<file path="config.mk">
export PLATFORM = sky130hd
export DESIGN_NAME = energy_accumulate_pulse_out
export DESIGN_NICKNAME = d
export VERILOG_FILES = /design/src/hw/energy_pkg.sv /design/src/hw/energy_accumulate_pulse_out.sv /design/src/hw/pulse_divider.sv /design/src/hw/cal_period.sv
export SDC_FILE = /design/constraint.sdc
export NUM_CORES = 1
export LEC_CHECK = 0
export ABC_AREA = 1
export BUFFER_PORTS_ARGS = -buffer_cell sky130_fd_sc_hd__buf_2
export CORE_MARGIN = 3
export CORE_UTILIZATION = 64
export DETAILED_ROUTE_END_ITERATION = 6
export GPL_TIMING_DRIVEN = 0
export MAX_ROUTING_LAYER = met4
export PLACE_DENSITY = 0.91
export SYNTH_ARGS = -nofsm -noshare
export SYNTH_HDL_FRONTEND = slang
export SYNTH_SLANG_ARGS = --single-unit
</file>
<file path="constraint.sdc">
create_clock -name clock -period 11.9 [get_ports clock]
set_input_delay 0 -clock clock [delete_from_list [all_inputs] [get_ports clock]]
set_output_delay 0 -clock clock [all_outputs]
set_load 0.01 [all_outputs]
</file>
<file path="src/hw/energy_pkg.sv">
package energy_pkg;

    // Datapath widths.
    localparam int ENERGY_W      = 40;
    localparam int PULSE_ACC_W   = 24;
    localparam int OFFSET_W      = 12;
    localparam int OFFSET_FRAC   = 4;
    localparam int DIVIDER_W     = 12;
    localparam int HALF_CYCLE_W  = 8;
    localparam int POWER_W       = 16;

    // Accumulation cadence in master clock periods.
    localparam int SAMPLE_PERIOD = 4;

    // Width of each calibration pulse in master clock periods.
    localparam int PULSE_WIDTH_CYCLES = 8;

    // Reset values of the software-written settings.
    localparam logic [DIVIDER_W-1:0] DIVIDER_RESET = 12'h03F;
    localparam logic [OFFSET_W-1:0]  OFFSET_RESET  = 12'h000;

    // Sticky event flags; one field each for status, enable and clear.
    typedef struct packed {
        logic sag;
        logic wrap;
        logic half;
    } status_t;

    localparam status_t STATUS_RESET = 3'h0;

endpackage

</file>
<file path="src/hw/energy_accumulate_pulse_out.sv">
// Operation
// - Positive overflow wraps to most negative value.
// - Negative underflow wraps to largest positive value.
// - Interrupt low on half-full or wrap, if enabled.
// - Add one sample every four clocks.
// - Add signed 12-bit offset before accumulation.
// - Sixteen offset units equal one sample unit.
// - Separate 24-bit pulse accumulator runs in parallel.
// - Pulse event on accumulator MSB rising edge.
// - Output rate is events over divider plus one.
// - Divider setting resets to 3F hex.
// - Calibration mode while mode bit set.
// - Calibration accumulates over programmed half-cycle count.
// - Voltage zero crossings mark half-cycle boundaries.
// - Period end sets sag flag, sag output low.
// - Sag enable also drives interrupt low.
// - New period starts immediately while mode set.
// - Samples add signed; negative power subtracts.
// - Energy accumulator is 40-bit two's complement.
`timescale 1ns/1ps
`default_nettype none

module energy_accumulate_pulse_out #(
    parameter int PWR_W = energy_pkg::POWER_W
) (
    // Clock and reset.
    input  wire logic                                     clock,
    input  wire logic                                     rst_n,
    // Filtered active power and line timing.
    input  wire logic signed [PWR_W-1:0]                  power_sample,
    input  wire logic                                     zero_cross_output,
    // Mode and calibration settings.
    input  wire logic                                     calibration_mode_bit,
    input  wire logic [energy_pkg::HALF_CYCLE_W-1:0]      half_cycle_count,
    // Event enables and clears.
    input  wire energy_pkg::status_t                      irq_enable,
    input  wire energy_pkg::status_t                      status_clear,
    // Setting writes.
    input  wire logic                                     offset_wr,
    input  wire logic                                     divider_wr,
    input  wire logic [energy_pkg::OFFSET_W-1:0]          reg_wdata,
    // Setting read-back.
    output logic [energy_pkg::OFFSET_W-1:0]               power_offset_trim,
    output logic [energy_pkg::DIVIDER_W-1:0]              pulse_rate_divider,
    // Energy results and status.
    output logic signed [energy_pkg::ENERGY_W-1:0]        energy_accumulator,
    output logic signed [energy_pkg::ENERGY_W-1:0]        cal_energy_result,
    output energy_pkg::status_t                           status,
    output logic                                          irq_n,
    output logic                                          sag_n,
    // Calibration pulse.
    output logic                                          calibration_pulse_out
);
    import energy_pkg::*;

    // Both accumulators carry the offset's four fractional bits below the visible value.
    localparam int EW    = ENERGY_W + OFFSET_FRAC;
    localparam int PW    = PULSE_ACC_W + OFFSET_FRAC;
    localparam int AW    = PWR_W + OFFSET_FRAC + 1;
    localparam int PH_W  = $clog2(SAMPLE_PERIOD);

    if (AW > PW || PWR_W < OFFSET_W - OFFSET_FRAC) begin : g_bad_power
        $error("power sample width does not fit the accumulators");
    end

    logic [PH_W-1:0]      phase;
    logic                 sample_tick;
    logic signed [AW-1:0] addend;
    logic signed [EW-1:0] energy_full;
    logic signed [EW-1:0] energy_base;
    logic signed [EW-1:0] next_energy;
    logic signed [PW-1:0] pulse_acc;
    logic signed [PW-1:0] next_pulse;
    logic                 add_now;
    logic                 msb_rise;
    logic                 wrap_event;
    logic                 half_event;
    logic                 cal_start;
    logic                 cal_end;
    logic                 cal_running;
    status_t              events;

    // Sample cadence: one accumulation slot per four master clocks.
    always_ff @(posedge clock) begin
        if (!rst_n) begin
            phase <= '0;
        end else begin
            phase <= phase + 1'b1;
        end
    end

    assign sample_tick = phase == PH_W'(SAMPLE_PERIOD - 1);

    // Settings written by software.
    always_ff @(posedge clock) begin
        if (!rst_n) begin
            power_offset_trim <= OFFSET_RESET;
        end else if (offset_wr) begin
            power_offset_trim <= reg_wdata;
        end
    end

    always_ff @(posedge clock) begin
        if (!rst_n) begin
            pulse_rate_divider <= DIVIDER_RESET;
        end else if (divider_wr) begin
            pulse_rate_divider <= reg_wdata;
        end
    end

    // The sample is shifted up by the fractional bits so one offset unit is 1/16 sample.
    assign addend = AW'(signed'({power_sample, {OFFSET_FRAC{1'b0}}}))
                  + AW'(signed'(power_offset_trim));

    // Outside calibration the energy integrates continuously; inside it, only during a period.
    assign add_now = sample_tick && (!calibration_mode_bit || cal_running || cal_start);

    assign energy_base = cal_start ? '0 : energy_full;
    // Plain two's-complement addition wraps at both ends of the range.
    assign next_energy = energy_base + (add_now ? EW'(addend) : '0);

    always_ff @(posedge clock) begin
        if (!rst_n) begin
            energy_full <= '0;
        end else begin
            energy_full <= next_energy;
        end
    end

    assign energy_accumulator = energy_full[EW-1:OFFSET_FRAC];

    // Sign flips under an addend of the old sign are wraps; a sign/next-bit split is half scale.
    assign wrap_event = add_now && (energy_base[EW-1] == addend[AW-1])
                      && (next_energy[EW-1] != energy_base[EW-1]);
    assign half_event = add_now && !wrap_event && (next_energy[EW-1] ^ next_energy[EW-2])
                      && !(energy_base[EW-1] ^ energy_base[EW-2]);

    // The period's result is caught before the restart clears the accumulator.
    always_ff @(posedge clock) begin
        if (!rst_n) begin
            cal_energy_result <= '0;
        end else if (cal_end) begin
            cal_energy_result <= energy_full[EW-1:OFFSET_FRAC];
        end
    end

    // Pulse accumulator runs on every slot, independent of calibration gating.
    assign next_pulse = pulse_acc + PW'(addend);
    assign msb_rise   = sample_tick && !pulse_acc[PW-1] && next_pulse[PW-1];

    always_ff @(posedge clock) begin
        if (!rst_n) begin
            pulse_acc <= '0;
        end else if (sample_tick) begin
            pulse_acc <= next_pulse;
        end
    end

    pulse_divider #(
        .DIV_W   (DIVIDER_W),
        .WIDTH_C (PULSE_WIDTH_CYCLES)
    ) u_divider (
        .clock     (clock),
        .rst_n     (rst_n),
        .msb_event (msb_rise),
        .divide_by (pulse_rate_divider),
        .pulse_out (calibration_pulse_out)
    );

    cal_period #(
        .HC_W (HALF_CYCLE_W)
    ) u_cal (
        .clock        (clock),
        .rst_n        (rst_n),
        .enable       (calibration_mode_bit),
        .zero_cross   (zero_cross_output),
        .half_cycles  (half_cycle_count),
        .period_start (cal_start),
        .period_end   (cal_end),
        .running      (cal_running)
    );

    // Sticky flags: a new event beats a clear in the same cycle.
    assign events = '{sag: cal_end, wrap: wrap_event, half: half_event};

    always_ff @(posedge clock) begin
        if (!rst_n) begin
            status <= STATUS_RESET;
        end else begin
            status <= (status & ~status_clear) | events;
        end
    end

    assign irq_n = ~|(status & irq_enable);
    assign sag_n = ~status.sag;
endmodule

`default_nettype wire

</file>
<file path="src/hw/pulse_divider.sv">
`timescale 1ns/1ps
`default_nettype none

module pulse_divider #(
    parameter int DIV_W   = energy_pkg::DIVIDER_W,
    parameter int WIDTH_C = energy_pkg::PULSE_WIDTH_CYCLES
) (
    // Clock and reset.
    input  wire logic             clock,
    input  wire logic             rst_n,
    // Undivided events and divide setting.
    input  wire logic             msb_event,
    input  wire logic [DIV_W-1:0] divide_by,
    // Divided pulse.
    output logic                  pulse_out
);
    import energy_pkg::*;

    localparam int WC_W = $clog2(WIDTH_C + 1);

    if (WIDTH_C < 1) begin : g_bad_width
        $error("pulse width must be at least one cycle");
    end

    logic [DIV_W-1:0] event_count;
    logic [WC_W-1:0]  width_left;
    logic             fire;

    assign fire = msb_event && (event_count >= divide_by);

    // Every (divide_by + 1)th event fires one output pulse.
    always_ff @(posedge clock) begin
        if (!rst_n) begin
            event_count <= '0;
        end else if (msb_event) begin
            event_count <= fire ? '0 : event_count + 1'b1;
        end
    end

    // A new fire during a pulse restarts its width, so the two pulses merge into one longer pulse.
    always_ff @(posedge clock) begin
        if (!rst_n) begin
            width_left <= '0;
            pulse_out  <= 1'b0;
        end else if (fire) begin
            width_left <= WC_W'(WIDTH_C - 1);
            pulse_out  <= 1'b1;
        end else if (width_left != '0) begin
            width_left <= width_left - 1'b1;
        end else begin
            pulse_out <= 1'b0;
        end
    end
endmodule

`default_nettype wire

</file>
<file path="src/hw/cal_period.sv">
`timescale 1ns/1ps
`default_nettype none

module cal_period #(
    parameter int HC_W = energy_pkg::HALF_CYCLE_W
) (
    // Clock and reset.
    input  wire logic            clock,
    input  wire logic            rst_n,
    // Mode and line timing.
    input  wire logic            enable,
    input  wire logic            zero_cross,
    input  wire logic [HC_W-1:0] half_cycles,
    // Period events.
    output logic                 period_start,
    output logic                 period_end,
    output logic                 running
);
    import energy_pkg::*;

    typedef enum logic [2:0] {
        IDLE = 3'b001,
        WAIT = 3'b010,
        RUN  = 3'b100
    } cal_state_t;

    cal_state_t      state;
    logic            zx_prev;
    logic            crossing;
    logic [HC_W-1:0] crossed;
    logic            last_half;

    // Both edges of the voltage sign mark a half-cycle boundary.
    assign crossing  = zero_cross != zx_prev;
    // A count of zero behaves as one, so the period still ends.
    assign last_half = (HC_W+1)'(crossed) + 1'b1 >= (HC_W+1)'(half_cycles);
    assign running   = state == RUN;

    // The previous level follows the pin even in reset, so a pin idling high gives no false crossing after reset.
    always_ff @(posedge clock) begin
        zx_prev <= zero_cross;
    end

    always_ff @(posedge clock) begin
        if (!rst_n) begin
            state        <= IDLE;
            crossed      <= '0;
            period_start <= 1'b0;
            period_end   <= 1'b0;
        end else begin
            period_start <= 1'b0;
            period_end   <= 1'b0;
            case (state)
                IDLE: begin
                    if (enable) begin
                        state <= WAIT;
                    end
                end
                WAIT: begin
                    if (!enable) begin
                        state <= IDLE;
                    end else if (crossing) begin
                        state        <= RUN;
                        crossed      <= '0;
                        period_start <= 1'b1;
                    end
                end
                RUN: begin
                    if (!enable) begin
                        state <= IDLE;
                    end else if (crossing && last_half) begin
                        crossed      <= '0;
                        period_end   <= 1'b1;
                        period_start <= 1'b1;
                    end else if (crossing) begin
                        crossed <= crossed + 1'b1;
                    end
                end
                default: begin
                    state <= IDLE;
                end
            endcase
        end
    end
endmodule

`default_nettype wire

</file>
==> flow_metrics.env <==
export IMPL_grt_overflow_total=0
export IMPL_maxCapViolations=0
export IMPL_htree_levels=4
export IMPL_start_util_pct=66.1
export IMPL_utilization_pct=76.6
export IMPL_hold_violations=0
export IMPL_slew_violations=0
export IMPL_crit_path_start_kind="register"
export IMPL_nFillCells=1398
export IMPL_timing_fmax_mhz=197
export IMPL_ys_seq_area_share_pct=28.6
export IMPL_synth_enable_flop_cells=0
export IMPL_arrival_ns=5.46
export IMPL_p_clk_share_pct=38.0
export IMPL_dieArea_mm2=0.0205
export IMPL_syn_inst=1769
export IMPL_synth_seq_cells=172
export IMPL_first_pass_iters=5
export IMPL_die_w_um=143
export IMPL_drc=0
export IMPL_slowest_delay_ns=0.38
export IMPL_p_int_mw=1.02
export IMPL_viasPerCell=5.65
export IMPL_worst_setup_path_type="register to register"
export IMPL_hp_class="input pin to register"
export IMPL_grt_pass1_wl_um=57600
export IMPL_syn_to_final_growth_pct=15.9
export IMPL_multi_input_area_mm2=0.00705
export IMPL_coreArea_mm2=0.0182
export IMPL_grt_pass1_vias=11900
export IMPL_syn_area_mm2=0.0120
export IMPL_p_leak_nw=7.23
export IMPL_antenna_found_initial=0
export IMPL_cts_sinks=172
export IMPL_tightest_slew_ns=0.843
export IMPL_drt_iter0_markers=951
export IMPL_critPathMaxFanout=5
export IMPL_die_y_um=143
export IMPL_p_seq_share_pct=40.3
export IMPL_switchingPower_uw=504
export IMPL_vias=12500
export IMPL_fin_area_mm2=0.0139
export IMPL_slowest_stage="o211ai_1"
export IMPL_power_mw=1.53
export IMPL_grtUsageTotal_pct=35.9
export IMPL_yosysWarnings=0
export IMPL_wirelength_um=35900
export IMPL_grt_max_degree=19
export IMPL_placed_area_mm2=0.0131
export IMPL_cts_path_max_buffers=2
export IMPL_dpl_hpwl_um=27100
export IMPL_postSynth_asyncResetShare_pct=0
export IMPL_synthDominantCellAreaShare_pct=28.6
export IMPL_required_ns=12.27
export IMPL_io_buffers=157
export IMPL_tritoncts="done"
export IMPL_cts_setup_buffers=0
export IMPL_fin_cells=2211
export IMPL_cpMostUsedCell="nand2_1"
export IMPL_regArea_mm2=0.00344
export IMPL_dp_cells=2155
export IMPL_drive_above_1_share_pct=16.2
export IMPL_ys_types=55
export IMPL_finalSetupViolations=0
export IMPL_ys_flop_type="dfxtp_1"
export IMPL_root_buffer="clkbuf_16"
export IMPL_post_route_period_util_pct=42.7
export IMPL_ant_nets=0
export IMPL_power_frac_comb_pct=21.7
export IMPL_synth_top_area_cell="dfxtp_1"
export IMPL_max_slew_margin_pct=43.8
export IMPL_period_minus_slack_ns=5.08
export IMPL_power_density_mw_per_mm2=109
export IMPL_clkSlewWorstSetupHoldPaths_ns=0.08
export IMPL_post_drt_wl_per_cell_um=16.2
export IMPL_synth_area_leaders="dfxtp_1 29%, ha_1 10%, inv_1 8.2%"
export IMPL_peakVddDrop_v=0.0000740
export IMPL_final_cell_mix="264 x inv_1, 264 x nand2_1, 228 x nor2_1"
export IMPL_endpoint_kind="register"
export IMPL_nets=2115
export IMPL_status="completed"
export IMPL_tns_ns=0
export IMPL_gp_congestion=0.999
export IMPL_finClkSkew_ns=0.0120
export IMPL_rows=49
export IMPL_clkLatencyLatePin_ns=0.44
export IMPL_synth_nets=1916
export IMPL_rsz0062_at_grt="false"
export IMPL_p_sw_share_pct=33.0
export IMPL_ios=158
export IMPL_syn_avg_cell_area_um2=6.81
export IMPL_cts_buffers=17
[path summary, 6_finish.rpt]
kind                                                        start                               endpoint  slack [ns]  depth (start not counted)
worst max register to register  power_offset_trim[6]$_SDFFE_PN0P_                   status[0]$_SDFF_PN0_        6.82                         37
worst min register to register                phase[0]$_SDFF_PN0_                    phase[0]$_SDFF_PN0_        0.43                          1
worst min-delay path                                        rst_n  u_divider.event_count[5]$_SDFFE_PN0P_        0.05                          3
worst max-delay path            power_offset_trim[6]$_SDFFE_PN0P_                   status[0]$_SDFF_PN0_        6.82                         37
[cell usage after synthesis, types with 14 or more instances]
master	count
o21ai_0	151
a21oi_1	192
inv_1	264
nor2_1	228
nand2_1	264
xor2_1	32
ha_1	96
xnor2_1	14
nand2_2	19
clkbuf_1	36
buf_4	41
nand3_1	66
dfxtp_1	172
nor3_1	20
[stage by stage]
stage	worst slack (ns)	hold WS, ns
2_1_floorplan	7.89	0.0277
3_3_place_gp	7.04	0.128
3_5_place_dp	6.96	0.130
4_1_cts	6.92	0.0519
5_1_grt	6.30	0.0866
6_report	6.82	0.0547
[layer usage]
| layer | GRT usage [%] | vias up | routed length (um) |
|---|---|---|---|
| li1 | - | 6138 | - |
| met1 | 43.5 | 5744 | 14600 |
| met2 | 61.8 | 528 | 17500 |
| met3 | 4.69 | 76 | 2720 |
| met4 | 12.1 | 0 | 1100 |
| met5 | - | - | 0 |
[logic make-up after synthesis]
group                    share of synthesized area (%)
AO/OA/AOI/OAI                                     20.2
flip-flops                                        28.6
adder cells (fa/ha/maj)                           10.5
XOR/XNOR                                          3.35
AND/OR/NAND/NOR                                   24.5
buffers and inverters                             12.9
[power by group through the flow]
stage	clock, mW	combinational (mW)	sequential [mW]
global placement	0	0.305	0.628
global route	0.601	0.373	0.618
finish	0.580	0.331	0.616
CTS	0.576	0.325	0.615
detailed placement	0	0.316	0.628
floorplan	0	0.234	0.627
[cell type report]
class                   count  share of cell area, %
diodes                      1                 0.0179
plain buffers              87                   3.73
clock buffers              17                   3.05
clock inverters            15                   1.29
inverters                 274                   7.37
multi-input cells        1236                   50.5
flip-flops and latches    172                   24.7
well taps                 229                   2.05
repair buffers            180                   7.28
[worst max-delay path, delay by kind of cell (launching register included)]
family / cells / cell delay, ns
compound gates: 7 / 1.25
buf+inv: 1 / 0.06
fa+ha+maj: 2 / 0.73
flops: 1 / 0.35
simple gates: 27 / 2.61
[repair_timing]
item | 4_1_cts | 5_1_grt
hold buffers | 23 | 0
setup endpoints to repair | 0 | 0
resized for setup | 0 | 0
endpoints found under the hold margin | 31 | 0
[sequential cells by signal, indices dropped and copies added (netlist names), 4 cells and up]
register / flops
u_divider.width_left: 4
energy_full: 44
u_divider.event_count: 12
pulse_rate_divider: 12
power_offset_trim: 12
u_cal.crossed: 8
cal_energy_result: 40
pulse_acc: 28
Note: power is estimated with default switching activity, not from simulation.
